## src/rtc_wd_pkg.sv

```systemverilog
// Constants, field layout and state types of the timeout and supply block.
// Assumes a single 50 MHz clock and a synchronous, active-high reset.
package rtc_wd_pkg;
  // ---------------------------------------------------------------
  // Clock and time base
  // ---------------------------------------------------------------
  localparam int unsigned CLK_HZ     = 50_000_000;
  localparam int unsigned TICK_PER_S = 16;
  localparam int unsigned TICK_CYC   = CLK_HZ / TICK_PER_S;
  localparam int unsigned CYC_PER_MS = CLK_HZ / 1000;
  localparam int unsigned REC_MS     = 2;
  localparam int unsigned RPU_MS     = 200;

  // ---------------------------------------------------------------
  // Register offsets on the parallel clock port
  // ---------------------------------------------------------------
  localparam logic [3:0] ADDR_FLAGS   = 4'h0;
  localparam logic [3:0] ADDR_INTR    = 4'h6;
  localparam logic [3:0] ADDR_TIMEOUT = 4'h7;

  // ---------------------------------------------------------------
  // Field positions and reset values
  // ---------------------------------------------------------------
  localparam int unsigned FLAG_TIMEOUT_BIT = 7;
  localparam int unsigned FLAG_ALARM_BIT   = 6;
  localparam int unsigned INTR_AE_BIT      = 7;
  localparam int unsigned INTR_ABE_BIT     = 6;
  localparam int unsigned TO_STEER_BIT     = 7;
  localparam int unsigned TO_MULT_LSB      = 2;
  localparam int unsigned TO_MULT_W        = 5;
  localparam int unsigned TO_RES_LSB       = 0;
  localparam logic [7:0]  TIMEOUT_RST      = 8'h00;

  // Resolution steps counted in sixteenth-second ticks
  typedef enum logic [1:0] {
    RES_SIXTEENTH = 2'h0,
    RES_QUARTER   = 2'h1,
    RES_ONE       = 2'h2,
    RES_FOUR      = 2'h3
  } res_e;
  localparam logic [6:0] STEP_SIXTEENTH = 7'h01;
  localparam logic [6:0] STEP_QUARTER   = 7'h04;
  localparam logic [6:0] STEP_ONE       = 7'h10;
  localparam logic [6:0] STEP_FOUR      = 7'h40;

  // Supply supervisor states, Gray along power-up
  typedef enum logic [1:0] {
    SUP_DOWN    = 2'h0,
    SUP_RECOVER = 2'h1,
    SUP_ACCESS  = 2'h3,
    SUP_RUN     = 2'h2
  } sup_e;

  // Pin synchroniser reset: bus strobes idle high, supply above battery,
  // so the reset pin is not let go while the stages flush
  localparam logic [17:0] PIN_SYNC_RST = 18'h3C001;
endpackage

```

## src/pin_sync3.sv

```systemverilog
// Three-stage synchroniser for a group of pin inputs.
// Assumes the pins are asynchronous to i_clk; output settles when the
// second and third stages agree.
`timescale 1ns/10ps
module pin_sync3 #(
  parameter int unsigned W       = 18,
  parameter logic [W-1:0] RST_VAL = '0
) (
  input  wire logic         i_clk,
  input  wire logic         i_rst,
  input  wire logic [W-1:0] i_d,
  output logic      [W-1:0] o_q
);
  typedef struct packed {
    logic [W-1:0] s1;
    logic [W-1:0] s2;
    logic [W-1:0] s3;
    logic [W-1:0] q;
  } sync_s;

  sync_s st_q;
  sync_s st_d;

  // First stage feeds only the second; agreement filter is on 2 and 3
  always_comb begin
    st_d    = st_q;
    st_d.s1 = i_d;
    st_d.s2 = st_q.s1;
    st_d.s3 = st_q.s2;
    st_d.q  = (~(st_q.s2 ^ st_q.s3) & st_q.s3) |
              ((st_q.s2 ^ st_q.s3) & st_q.q);
  end

  always_ff @(posedge i_clk) begin
    if (i_rst) begin
      st_q <= '{s1: RST_VAL, s2: RST_VAL, s3: RST_VAL, q: RST_VAL};
    end else begin
      st_q <= st_d;
    end
  end

  assign o_q = st_q.q;
endmodule

```

## src/rtc_watchdog_supervisor.sv

```systemverilog
// Timeout timer and supply supervisor behind the parallel clock port.
// Assumes pins are asynchronous, i_rst marks power application, and the
// supply comparators arrive as plain logic levels.
`timescale 1ns/10ps
module rtc_watchdog_supervisor
  import rtc_wd_pkg::*;
#(
  parameter int unsigned TICK_CYCLES = TICK_CYC,
  parameter int unsigned REC_CYCLES  = REC_MS * CYC_PER_MS,
  parameter int unsigned RPU_CYCLES  = RPU_MS * CYC_PER_MS
) (
  input  wire logic       i_clk,
  input  wire logic       i_rst,
  input  wire logic       i_cs_n,
  input  wire logic       i_ce_n,
  input  wire logic       i_we_n,
  input  wire logic       i_oe_n,
  input  wire logic [3:0] i_addr,
  input  wire logic [7:0] i_dq,
  input  wire logic       i_supply_ok,
  input  wire logic       i_supply_above_batt,
  input  wire logic       i_alarm_match,
  output logic      [7:0] o_dq,
  output logic            o_dq_oe,
  output logic            o_irq_out,
  output logic            o_irq_oe,
  output logic            o_rst_out,
  output logic            o_rst_oe
);
  // ---------------------------------------------------------------
  // State
  // ---------------------------------------------------------------
  typedef struct packed {
    logic [7:0]  timeout;
    logic        ae;
    logic        abe;
    logic        wf;
    logic        af;
    logic        wd_irq;
    logic [31:0] tick_cnt;
    logic [10:0] wd_cnt;
    sup_e        sup;
    logic [31:0] sup_cnt;
    logic        prev_rd;
    logic        prev_wr;
    logic [3:0]  cyc_addr;
    logic [7:0]  wr_data;
    logic [7:0]  dq;
    logic        dq_oe;
    logic        irq_oe;
    logic        rst_oe;
    logic        od_low;
  } st_s;

  st_s st_q;
  st_s st_d;

  logic [17:0] pins;
  logic        cs_n, ce_n, we_n, oe_n, sup_ok, above_batt;
  logic [3:0]  addr;
  logic [7:0]  dq_in;

  pin_sync3 #(.W(18), .RST_VAL(PIN_SYNC_RST)) u_sync (
    .i_clk (i_clk),
    .i_rst (i_rst),
    .i_d   ({i_cs_n, i_ce_n, i_we_n, i_oe_n, i_addr, i_dq,
             i_supply_ok, i_supply_above_batt}),
    .o_q   (pins)
  );
  assign {cs_n, ce_n, we_n, oe_n, addr, dq_in, sup_ok, above_batt} = pins;

  // ---------------------------------------------------------------
  // Interval in ticks
  // ---------------------------------------------------------------
  function automatic logic [10:0] interval_of(input logic [7:0] s);
    logic [6:0] step;
    logic [4:0] mult;
    step = STEP_SIXTEENTH;
    mult = s[TO_MULT_LSB +: TO_MULT_W];
    case (res_e'(s[TO_RES_LSB +: 2]))
      RES_SIXTEENTH: step = STEP_SIXTEENTH;
      RES_QUARTER:   step = STEP_QUARTER;
      RES_ONE:       step = STEP_ONE;
      RES_FOUR:      step = STEP_FOUR;
      default:       step = STEP_SIXTEENTH;
    endcase
    return 11'(mult) * 11'(step);
  endfunction

  logic        access_ok, rd_now, wr_now, rd_end, wr_end;
  logic        to_access, flag_read, tick, expire;
  logic [10:0] interval;

  assign access_ok = (st_q.sup == SUP_ACCESS) || (st_q.sup == SUP_RUN);
  // Both selects low is illegal for the host; clock side then stays idle
  assign rd_now = access_ok && !cs_n && ce_n && we_n && !oe_n;
  assign wr_now = access_ok && !cs_n && ce_n && !we_n;
  assign rd_end = st_q.prev_rd && !rd_now && access_ok;
  assign wr_end = st_q.prev_wr && !wr_now && access_ok;
  assign to_access = (rd_end || wr_end) && st_q.cyc_addr == ADDR_TIMEOUT;
  assign flag_read = rd_end && st_q.cyc_addr == ADDR_FLAGS;
  assign interval  = interval_of(st_q.timeout);
  assign tick      = st_q.tick_cnt == 32'(TICK_CYCLES - 1);
  assign expire    = tick && interval != 11'h000 &&
                     st_q.wd_cnt == interval - 11'h001;

  // ---------------------------------------------------------------
  // Next state
  // ---------------------------------------------------------------
  always_comb begin
    st_d         = st_q;
    st_d.prev_rd = rd_now;
    st_d.prev_wr = wr_now;
    if (rd_now || wr_now) begin
      st_d.cyc_addr = addr;
    end
    if (wr_now) begin
      // Data is taken as it stands at the end of the write strobe
      st_d.wr_data = dq_in;
    end

    if (wr_end && st_q.cyc_addr == ADDR_TIMEOUT) begin
      st_d.timeout = st_q.wr_data;
    end
    if (wr_end && st_q.cyc_addr == ADDR_INTR) begin
      st_d.ae  = st_q.wr_data[INTR_AE_BIT];
      st_d.abe = st_q.wr_data[INTR_ABE_BIT];
    end

    // Time base and timeout count
    if (to_access || interval == 11'h000) begin
      st_d.tick_cnt = 32'h0000_0000;
      st_d.wd_cnt   = 11'h000;
    end else if (tick) begin
      st_d.tick_cnt = 32'h0000_0000;
      st_d.wd_cnt   = expire ? 11'h000 : st_q.wd_cnt + 11'h001;
    end else begin
      st_d.tick_cnt = st_q.tick_cnt + 32'h0000_0001;
    end

    // Flags: a new event wins over a clear in the same cycle
    if (flag_read) begin
      st_d.wf = 1'b0;
      st_d.af = 1'b0;
    end
    if (flag_read || to_access) begin
      st_d.wd_irq = 1'b0;
    end
    if (expire) begin
      st_d.wf     = 1'b1;
      st_d.wd_irq = 1'b1;
    end
    if (i_alarm_match) begin
      st_d.af = 1'b1;
    end

    // Supply supervisor
    case (st_q.sup)
      SUP_DOWN: begin
        st_d.sup_cnt = 32'h0000_0000;
        if (sup_ok) begin
          st_d.sup = SUP_RECOVER;
        end
      end
      SUP_RECOVER: begin
        st_d.sup_cnt = st_q.sup_cnt + 32'h0000_0001;
        if (st_q.sup_cnt >= 32'(REC_CYCLES - 1)) begin
          st_d.sup = SUP_ACCESS;
        end
      end
      SUP_ACCESS: begin
        st_d.sup_cnt = st_q.sup_cnt + 32'h0000_0001;
        if (st_q.sup_cnt >= 32'(RPU_CYCLES - 1)) begin
          st_d.sup = SUP_RUN;
        end
      end
      SUP_RUN: st_d.sup = SUP_RUN;
      default: st_d.sup = SUP_DOWN;
    endcase
    if (!sup_ok) begin
      st_d.sup     = SUP_DOWN;
      st_d.sup_cnt = 32'h0000_0000;
    end

    // Read data; released whenever access is not allowed
    st_d.dq_oe = rd_now;
    case (addr)
      ADDR_FLAGS:   st_d.dq = {st_q.wf, st_q.af, 6'h00};
      ADDR_INTR:    st_d.dq = {st_q.ae, st_q.abe, 6'h00};
      ADDR_TIMEOUT: st_d.dq = st_q.timeout;
      default:      st_d.dq = 8'h00;
    endcase

    // Open-drain pins only ever pull low
    st_d.irq_oe = (st_q.wd_irq && !st_q.timeout[TO_STEER_BIT]) ||
                  (st_q.af && st_q.ae);
    // Without battery-level supply the pin is unpowered and floats
    st_d.rst_oe = above_batt && (st_q.sup != SUP_RUN);
    st_d.od_low = 1'b0;
  end

  // is for software; the oscillator is outside this block.
  always_ff @(posedge i_clk) begin
    if (i_rst) begin
      st_q         <= '0;
      st_q.timeout <= TIMEOUT_RST;
      st_q.sup     <= SUP_DOWN;
      st_q.rst_oe  <= 1'b1;
    end else begin
      st_q <= st_d;
    end
  end

  assign o_dq      = st_q.dq;
  assign o_dq_oe   = st_q.dq_oe;
  assign o_irq_out = st_q.od_low;
  assign o_irq_oe  = st_q.irq_oe;
  assign o_rst_out = st_q.od_low;
  assign o_rst_oe  = st_q.rst_oe;
endmodule

```

## config.mk

```make
export PLATFORM = sky130hd
export DESIGN_NAME = rtc_watchdog_supervisor
export DESIGN_NICKNAME = d
export VERILOG_FILES = /design/src/rtc_wd_pkg.sv /design/src/pin_sync3.sv /design/src/rtc_watchdog_supervisor.sv
export SDC_FILE = /design/constraint.sdc
export NUM_CORES = 1
export LEC_CHECK = 0
export ABC_CLOCK_PERIOD_IN_PS = 5300
export BUFFER_PORTS_ARGS = -buffer_cell sky130_fd_sc_hd__buf_2
export CELL_PAD_IN_SITES_DETAIL_PLACEMENT = 0
export CELL_PAD_IN_SITES_GLOBAL_PLACEMENT = 1
export CORE_MARGIN = 1.5
export CORE_UTILIZATION = 30
export CTS_CLUSTER_SIZE = 30
export DETAILED_ROUTE_END_ITERATION = 7
export PLACE_DENSITY = 0.56
export SYNTH_ARGS = -nofsm -noshare
export SYNTH_HDL_FRONTEND = slang
export SYNTH_SLANG_ARGS = --single-unit
```

## constraint.sdc

```tcl
create_clock -name i_clk -period 5.3 [get_ports i_clk]
set_input_delay 0 -clock i_clk [delete_from_list [all_inputs] [get_ports i_clk]]
set_output_delay 0 -clock i_clk [all_outputs]
set_load 0.1 [all_outputs]
```

==> results of run 1 <==
power breakdown:
group / internal (W) / total (W) / switching, W
Clock: 0.000667 / 0.00136 / 0.000695
Combinational: 0.0000267 / 0.0000552 / 0.0000284
Sequential: 0.00141 / 0.00142 / 0.00000708
cell usage in the layout (no fill, tap or decap), drive strengths merged, types with 5 or more instances in the layout:
master	instances
nand3b	6
mux2i	14
nand2b	7
nor4	14
a21oi	60
o21ai	23
and2	21
dfxtp	186
or3	15
nor2	94
nand4	21
ha	16
mux2	7
xor2	27
inv	22
o211ai	14
clkbuf	17
or2	20
nor2b	45
o21bai	7
nor3	16
nand3	34
and3	21
buf	35
nor3b	5
clkinv	5
or4	9
dlygate4sd3	20
nand2	85
xnor2	29
flip-flops by register name, summed over array words and instances, names as in the netlist, named ones only:
register and flops:
u_sync.st_d 36, o_irq_oe 1, u_sync.st_q 18, st_q 103
o_dq_oe 1, o_rst_oe 1, o_dq 8
metal layers:
| layer | routed length (µm) | global-route usage | vias to the layer above |
|---|---|---|---|
| met3 | 352 | 0.0303 | 5 |
| met5 | 0 | 0 | - |
| met1 | 9560 | 0.185 | 2819 |
| met2 | 7030 | 0.184 | 54 |
| met4 | 118 | 0.0306 | 0 |
| li1 | - | - | 3223 |
kinds of logic after synthesis:
logic type / after synthesis
adders and majority gates: 20
AOI/OAI and AO/OA: 137
and+or+nand+nor: 428
DFF: 186
other: 1
muxes: 21
xor gates and xnor gates: 57
buffers and inverters: 59
metrics by stage:
step	cell area [µm²]	hold slack, ns	cells	power (W)
floorplan	8100	0.104	910	0.00149
global placement	8490	0.184	1233	0.00150
detailed placement	8490	0.185	1233	0.00150
CTS	9330	0.244	1285	0.00290
global route	9330	0.269	1285	0.00295
finish	9330	0.268	1285	0.00284
worst paths after layout:
kind | from | to | depth (start not counted)
setup reg to reg | st_q[109] | st_q[77] | 13
hold / removal | i_cs_n | u_sync.st_d[53] | 3
hold reg to reg | u_sync.st_d[51] | u_sync.st_d[33] | 1
setup / recovery | st_q[109] | st_q[77] | 13
cell type report:
type / instances / area [µm²]
Sequential cell: 186 / 3720
Multi-Input combinational cell: 665 / 4120
Clock inverter: 15 / 218
Fill cell: 2721 / 16900
Clock buffer: 17 / 425
Tap cell: 335 / 419
Inverter: 12 / 45.0
Timing Repair Buffer: 55 / 388
worst max-delay path: cells and delay by family (launching register included):
family          cells  cell delay [ns]
buf+inv             1             0.35
flops               1             0.55
fa+ha+maj           4             1.29
compound gates      2             0.85
simple gates        6             1.42
==> impl_metrics.json, run 1 <==
{
  "status": "complete, no violations",
  "cts_tree": "yes",
  "cp_slowest_stage_delay_ns": 0.60,
  "grt_max_degree": 71,
  "synth_area_um2": 8100,
  "antenna_found_initial": 1,
  "worstSetupPathType": "register to register",
  "yosys.area.top_type_share": 0.460,
  "tightest_slew_ns": 1.03,
  "post_cts_resized": 0,
  "ys_warn_count": 0,
  "cts-root-buf": "clkbuf_16",
  "die_h_um": 167,
  "max-vdd-ir-drop_mv": 0.194,
  "finalSetupViolations": 0,
  "clock_sinks": 186,
  "setup_slack_ns": 0.711,
  "yosysMostFrequentCell": "dfxtp_1",
  "rsz0062_at_grt": "false",
  "synth-async-reset-ratio": 0,
  "totalWireLength_um": 17100,
  "grt_pass1_vias": 5549,
  "drtPass1Iterations": 4,
  "setup_tns_ns": 0,
  "post_cts_buffers": 0,
  "synth_top_family_by_area": "simple AND/OR/NAND/NOR gates",
  "path_clk_slew_ns": 0.09,
  "holdBufCountCts": 20,
  "finalWeightedCongestion": 0.717,
  "synth-adder-area-share": 0.0346,
  "cap_violations": 0,
  "post-route-period-util": 0.866,
  "synth_edf_count": 0,
  "yosys.area.top_type": "dfxtp_1",
  "final_max_slew_viol_count": 0,
  "nets": 978,
  "drive_above_1_share": 0.103,
  "start_util": 0.308,
  "synthTopCellsByArea": "dfxtp_1 46%, nor2_1 4.3%, nand2_1 3.9%, a21oi_1 3.7%, nor2b_1 3.5%",
  "drc": 0,
  "wl_per_cell_um": 13.3,
  "layout_min_cycle_time_ns": 4.59,
  "clockBufferDepth": 2,
  "worstSkewPairLatency_ns": 0.45,
  "numCtsBuffers": 17,
  "drt_iter0_drc": 290,
  "ant_nets": 0,
  "synth-xor-area-share": 0.0634,
  "cp.required_ns": 5.62,
  "ff2ff_setup_slack_ns": 0.71,
  "fin_util": 0.355,
  "path_max_fanout": 32,
  "dieWidth_um": 167,
  "synth_compound_area_frac": 0.105,
  "muxShareOfSynthArea": 0.0270,
  "io_buffer_count": 31,
  "row_count": 59,
  "synth_common_cells": "186 x dfxtp_1, 93 x nor2_1, 85 x nand2_1, 60 x a21oi_1, 45 x nor2b_1",
  "grt_overflow": 0,
  "p_leak_nw": 3.28,
  "path_cells": "nor2_1, and2_1, ha_1, fa_1, fa_1, ha_1, a311oi_1, nor3_1, nor4_1, a31oi_1, nand2b_1, buf_4, nor2_1",
  "ys_ff_latch": 186,
  "pwr_density_cell_nw_per_um2": 304,
  "ios": 34,
  "vias": 6101,
  "ys_seq_area_frac": 0.460,
  "num_antenna_cells": 0,
  "grt_pass1_wl_um": 28600,
  "worst_setup_path_end_kind": "register",
  "dp_slack_ns": 0.698,
  "min_path_type": "input pin to register",
  "die_area_um2": 28000,
  "vias_per_cell": 4.75,
  "cts_htree_levels": 4,
  "slowest_stage": "nor4_1",
  "hold_viol": 0,
  "fmaxAchievable_ghz": 0.218,
  "dpl.hpwl_um": 11600,
  "synthCells": 909,
  "synthSimpleGateAreaFrac": 0.277,
  "core-area_um2": 26300,
  "cp.arrival_ns": 4.91,
  "startpoint_type": "register",
  "synth_top_flop_cell": "dfxtp_1",
  "syn_to_final_growth_pct": 15.3,
  "avgSynthCellArea_um2": 8.91,
  "grt.total_usage": 0.126,
  "relSlewSlack": 0.305,
  "fin_skew_ns": 0.0209,
  "yosysUniqueCellTypes": 59
}
Note: power is estimated with default switching activity, not from simulation.
==> run 2: changes to the inputs <==
SLEW_MARGIN = 20   (was default)
SYNTH_HIERARCHICAL = 1   (was default)
==> impl_metrics.json, run 2 <==
{
  "finalSetupViolations": 0,
  "pwr_density_cell_nw_per_um2": 300,
  "drive_above_1_share": 0.121,
  "drt_iter0_drc": 251,
  "row_count": 60,
  "core-area_um2": 27000,
  "synth_top_flop_cell": "dfxtp_1",
  "finalWeightedCongestion": 0.718,
  "synth_area_um2": 8260,
  "combPwrFrac": 0.020,
  "fmaxAchievable_ghz": 0.219,
  "p_seq_frac": 0.508,
  "netSwitchingPower_w": 0.000669,
  "grt_pass1_wl_um": 28200,
  "vias_per_cell": 4.57,
  "p_leak_nw": 3.23,
  "worst_setup_path_end_kind": "register",
  "fin_util": 0.345,
  "layout_common_cells": "186 x dfxtp_1, 104 x nor2_1, 101 x nand2_1",
  "synth_edf_count": 0,
  "cp.arrival_ns": 4.94,
  "ant_nets": 0,
  "nets": 975,
  "num_antenna_cells": 0,
  "io_buffer_count": 31,
  "worstSetupPathType": "register to register",
  "vias": 5888,
  "antenna_found_initial": 1,
  "cp.required_ns": 5.68,
  "path_max_fanout": 13,
  "power_frac_clock": 0.472,
  "layout_commonest_cell": "dfxtp_1",
  "min_path_type": "input pin to register",
  "final_max_slew_viol_count": 0,
  "numCtsBuffers": 17,
  "cts_htree_levels": 4,
  "dpl.hpwl_um": 11100,
  "ys_warn_count": 6,
  "setup_tns_ns": 0,
  "yosys.area.top_type": "dfxtp_1",
  "cts_tree": "yes",
  "synth-async-reset-ratio": 0,
  "drtPass1Iterations": 4,
  "synthCells": 920,
  "grt_max_degree": 76,
  "place_inst": 1235,
  "yosys.area.top_type_share": 0.451,
  "grt.total_usage": 0.122,
  "start_util": 0.306,
  "synth_common_cells": "186 x dfxtp_1, 104 x nor2_1, 102 x nand2_1, 47 x a21oi_1, 46 x nor2b_1",
  "dieWidth_um": 169,
  "startpoint_type": "register",
  "fin_skew_ns": 0.0149,
  "ys_ff_latch": 186,
  "totalWireLength_um": 16200,
  "internal_power_w": 0.00213,
  "ios": 34,
  "hold_viol": 0,
  "rsz0062_at_grt": "false",
  "worstSkewPairLatency_ns": 0.43,
  "path_clk_slew_ns": 0.07,
  "post-route-period-util": 0.861,
  "status": "complete, no violations",
  "ys_seq_area_frac": 0.451,
  "tightest_slew_ns": 0.682,
  "clockBufferDepth": 2,
  "cts-root-buf": "clkbuf_16",
  "largest_register_ffs": 103,
  "grt_overflow": 0,
  "die_area_um2": 28500,
  "cap_violations": 0,
  "yosysMostFrequentCell": "dfxtp_1",
  "yosysUniqueCellTypes": 71,
  "max-vdd-ir-drop_mv": 0.192,
  "clock_sinks": 186,
  "avgSynthCellArea_um2": 8.97,
  "drc": 0,
  "grt_pass1_vias": 5627,
  "syn_to_final_growth_pct": 12.7,
  "relSlewSlack": 0.546,
  "layout_min_cycle_time_ns": 4.56,
  "wl_per_cell_um": 12.6,
  "synthTopCellsByArea": "dfxtp_1 45%, nor2_1 4.7%, nand2_1 4.6%, nor2b_1 3.5%, xnor2_1 3.3%",
  "fin_cells": 1288,
  "largest-register": "st_q",
  "die_h_um": 169,
  "sw_frac_of_total": 0.239
}
==> run 2: per-layer routing <==
layer,track usage,vias to the layer above,wire length [µm]
met5,0,-,0
met4,0.0384,0,168
met3,0.0262,10,410
met2,0.178,54,6670
met1,0.178,2712,8980
li1,-,3112,-
==> run 2: power groups by stage <==
stage	clock network, W	registers, W	logic (W)
after CTS	0.00137	0.00142	0.0000579
after floorplan	0	0.00145	0.0000378
final	0.00132	0.00142	0.0000565
after detailed placement	0	0.00145	0.0000459
after global placement	0	0.00145	0.0000456
after global routing	0.00143	0.00142	0.0000625
==> run 2: kinds of logic (layout without fill, tap and decap cells) <==
logic type	after synthesis	in the layout	synth area share
and+or+nand+nor	442	442	0.277
DFF	186	186	0.451
AOI/OAI and AO/OA	106	106	0.0823
buffers and inverters	78	104	0.0550
xor gates and xnor gates	59	59	0.0647
muxes	28	28	0.0359
adders and majority gates	20	20	0.0339
other	1	2	0.000454
==> run 2: worst paths after layout <==
check                      start         endpoint  slack, ns  cells after the start
max reg2reg            st_q[108]        st_q[105]       0.74                     14
max                    st_q[108]        st_q[105]       0.74                     14
min          i_supply_above_batt  u_sync/st_d[36]       0.28                      3
min reg2reg      u_sync/st_d[36]  u_sync/st_d[18]       0.41                      1
==> run 2: through the flow <==
stage	instance area (µm²)	setup WS [ns]	total power [W]	hold slack (ns)
after detailed placement	8480	0.708	0.00150	0.181
final	9310	0.737	0.00280	0.282
after CTS	9300	0.712	0.00285	0.253
after global placement	8480	0.786	0.00150	0.177
after global routing	9310	0.325	0.00291	0.274
after floorplan	8260	1.19	0.00149	0.0971
==> run 2: cell type report <==
cell class              count  area [µm²]
well taps                 341         427
clock inverters            15         193
inverters                  17        63.8
fillers                  2764       17600
clock buffers              17         425
multi-input cells         657        4080
flip-flops and latches    186        3720
repair buffers             55         390
==> run 2: what timing repair did <==
item	CTS	global route
gates resized for setup	0	0
buffers inserted	0	0
endpoints found under the hold margin	41	0
hold buffers	21	0
==> run 2: critical path: stages, from the launching register on <==
cell and delay [ns]:
dfxtp_1 0.48, nor2_1 0.16, and2_1 0.19, ha_1 0.21, fa_1 0.41, fa_1 0.41, ha_1 0.24, a311oi_1 0.51
o31ai_2 0.16, xnor3_4 0.49, nor4_1 0.18, a31oi_1 0.06, nand3b_1 0.21, a31oi_4 0.56, a22o_2 0.24
==> run 3: changes to the inputs <==
ABC_AREA = 1   (was default)
PLACE_DENSITY = 0.58   (was 0.56)
==> impl_metrics.json, run 3 <==
{
  "status": "complete, no violations",
  "final_max_slew_viol_count": 0,
  "min_path_type": "input pin to register",
  "synth-async-reset-ratio": 0,
  "max-vdd-ir-drop_mv": 0.183,
  "sw_frac_of_total": 0.258,
  "reg2reg_depth": 20,
  "synth_top_flop_cell": "dfxtp_1",
  "internal_power_w": 0.00211,
  "tightest_slew_ns": 0.842,
  "startpoint_type": "register",
  "clockBufferDepth": 2,
  "drtPass1Iterations": 4,
  "post-route-period-util": 0.712,
  "top_usage_layer": "met2",
  "worst_setup_path_end_kind": "register",
  "netSwitchingPower_w": 0.000732,
  "numCtsBuffers": 17,
  "antenna_found_initial": 0,
  "power_frac_clock": 0.477,
  "start_util": 0.306,
  "grt.total_usage": 0.136,
  "grtUsageMet3": 0.0188,
  "grt_max_degree": 44,
  "num_antenna_cells": 0,
  "finalSetupViolations": 0,
  "yosys.area.top_type": "dfxtp_1",
  "cp.required_ns": 5.62,
  "finalWeightedCongestion": 0.786,
  "met1_usage": 0.191,
  "worst_r2r_endpoint": "st_q[90]",
  "cap_violations": 0,
  "hold_viol": 0,
  "cp.arrival_ns": 4.09,
  "ff2ff_setup_slack_ns": 1.53,
  "fin_cells": 1640,
  "synthTopCellsByArea": "dfxtp_1 42%, nand2_1 9.6%, nor2_1 8.8%, inv_1 7.4%, nand3_1 4.0%",
  "drive_above_1_share": 0.0971,
  "ys_ff_latch": 186,
  "yosysMostFrequentCell": "nand2_1",
  "min_from": "i_rst",
  "drc": 0,
  "cts-root-buf": "clkbuf_16",
  "vias": 7243,
  "path_clk_slew_ns": 0.10,
  "synth_edf_count": 0,
  "io_buffer_count": 31,
  "relSlewSlack": 0.437,
  "ios": 34,
  "fin_util": 0.346,
  "finalPower_w": 0.00284,
  "yosysUniqueCellTypes": 52,
  "ys_seq_area_frac": 0.422,
  "die_h_um": 175,
  "rr_startpoint": "st_q[108]",
  "largest_register_ffs": 103,
  "clock_sinks": 186,
  "layout_common_cells": "226 x nand2_1, 207 x nor2_1, 186 x dfxtp_1",
  "p_leak_nw": 3.99,
  "grt_pass1_wl_um": 33800,
  "totalWireLength_um": 19500,
  "grt_overflow": 0,
  "synth_common_cells": "226 x nand2_1, 207 x nor2_1, 186 x dfxtp_1, 173 x inv_1, 71 x nand3_1",
  "setup_tns_ns": 0,
  "synthCells": 1221,
  "vias_per_cell": 4.42,
  "combPwrFrac": 0.022,
  "pwr_density_cell_nw_per_um2": 284,
  "grt_pass1_vias": 6943,
  "die_area_um2": 30500,
  "row_count": 62,
  "cts_tree": "yes",
  "avgSynthCellArea_um2": 7.23,
  "layout_commonest_cell": "nand2_1",
  "dieWidth_um": 175,
  "fmaxAchievable_ghz": 0.265,
  "syn_to_final_growth_pct": 13.1,
  "use_met2": 0.215,
  "largest-register": "st_q",
  "wl_per_cell_um": 11.9,
  "worstSetupPathType": "register to register",
  "yosys.area.top_type_share": 0.422,
  "fin_skew_ns": 0.0185,
  "cts_htree_levels": 4,
  "dpl.hpwl_um": 14200,
  "drt_iter0_drc": 339,
  "ys_warn_count": 6,
  "synth_area_um2": 8830,
  "place_inst": 1589,
  "core-area_um2": 28900,
  "holdPathEnd": "u_sync/st_d[40]",
  "worstSkewPairLatency_ns": 0.44,
  "hold_path_depth": 3,
  "path_max_fanout": 32,
  "ant_nets": 0,
  "p_seq_frac": 0.501,
  "rsz0062_at_grt": "false",
  "nets": 1284,
  "whs_ns": 0.0464,
  "layout_min_cycle_time_ns": 3.77
}
run 3: cell types whose count changed after synthesis, moves of 11 or more:
cell and change:
inv_1 +156, or2_1 -16, nor2b_1 -46, and3_1 -11, nand2_1 +124, xnor2_1 -29, a21oi_1 +12, mux2i_1 -15
nor2_1 +103, and2_1 -23, nor3_1 +16, nand3_1 +33, mux2_2 -13, o21ai_0 +26
run 3: per-layer routing:
metal	up-vias	share of wire
met1	3243	0.54
met3	12	0.020
met2	66	0.43
met4	0	0.011
li1	3922	-
met5	-	0
run 3: critical path, stage by stage (launching register included):
cell,delay [ns]
dfxtp_1,0.45
inv_1,0.12
nand2_1,0.11
nor2_1,0.05
ha_1,0.21
fa_1,0.42
fa_1,0.41
ha_1,0.30
nand2_1,0.07
inv_1,0.08
nand2_1,0.06
nand2_1,0.12
nand3_1,0.15
nor2_2,0.17
nand3_1,0.13
nand2_2,0.10
nor2_4,0.05
nand2_4,0.37
inv_1,0.12
o21ai_0,0.09
a21oi_1,0.05
run 3: cell type report:
type	instances	area, µm²
Timing Repair Buffer	53	368
Multi-Input combinational cell	807	4110
Tap cell	384	480
Clock inverter	15	214
Fill cell	3156	18900
Sequential cell	186	3720
Clock buffer	17	425
Inverter	178	668
run 3: kinds of logic after synthesis:
logic type / after synthesis / synth area share
and+or+nand+nor: 627 / 0.321
buffers and inverters: 229 / 0.114
DFF: 186 / 0.422
AOI/OAI and AO/OA: 139 / 0.0927
adders and majority gates: 20 / 0.0317
xor gates and xnor gates: 19 / 0.0188
other: 1 / 0.000425
run 3: worst max path at each step:
stage                     startpoint  endpoint  slack [ns]  cells past startpoint
after floorplan            st_q[109]  st_q[70]        2.13                     20
after global placement     st_q[108]  st_q[90]        1.57                     20
after detailed placement   st_q[109]  st_q[90]        1.48                     20
after CTS                  st_q[108]  st_q[90]        1.47                     20
after global routing       st_q[108]  st_q[90]        1.00                     20
final                      st_q[108]  st_q[90]        1.53                     20
run 3: power by group through the flow:
stage               sequential (W)  combinational, W  clock, W
floorplan                  0.00145         0.0000420         0
global placement           0.00145         0.0000539         0
detailed placement         0.00145         0.0000542         0
CTS                        0.00142         0.0000647   0.00141
global route               0.00142         0.0000721   0.00146
finish                     0.00142         0.0000637   0.00135
run 3: metrics by stage:
stage          instance area, µm²  worst slack [ns]
2_1_floorplan                8830              2.13
3_3_place_gp                 9160              1.57
3_5_place_dp                 9160              1.48
4_1_cts                      9990              1.47
5_1_grt                      9990              1.00
6_report                     9990              1.53
run 3: timing repair:
action | 4_1_cts | 5_1_grt
buffers inserted | 0 | 0
hold buffers | 19 | 0
hold endpoints to repair | 19 | 0
resized for setup | 0 | 0
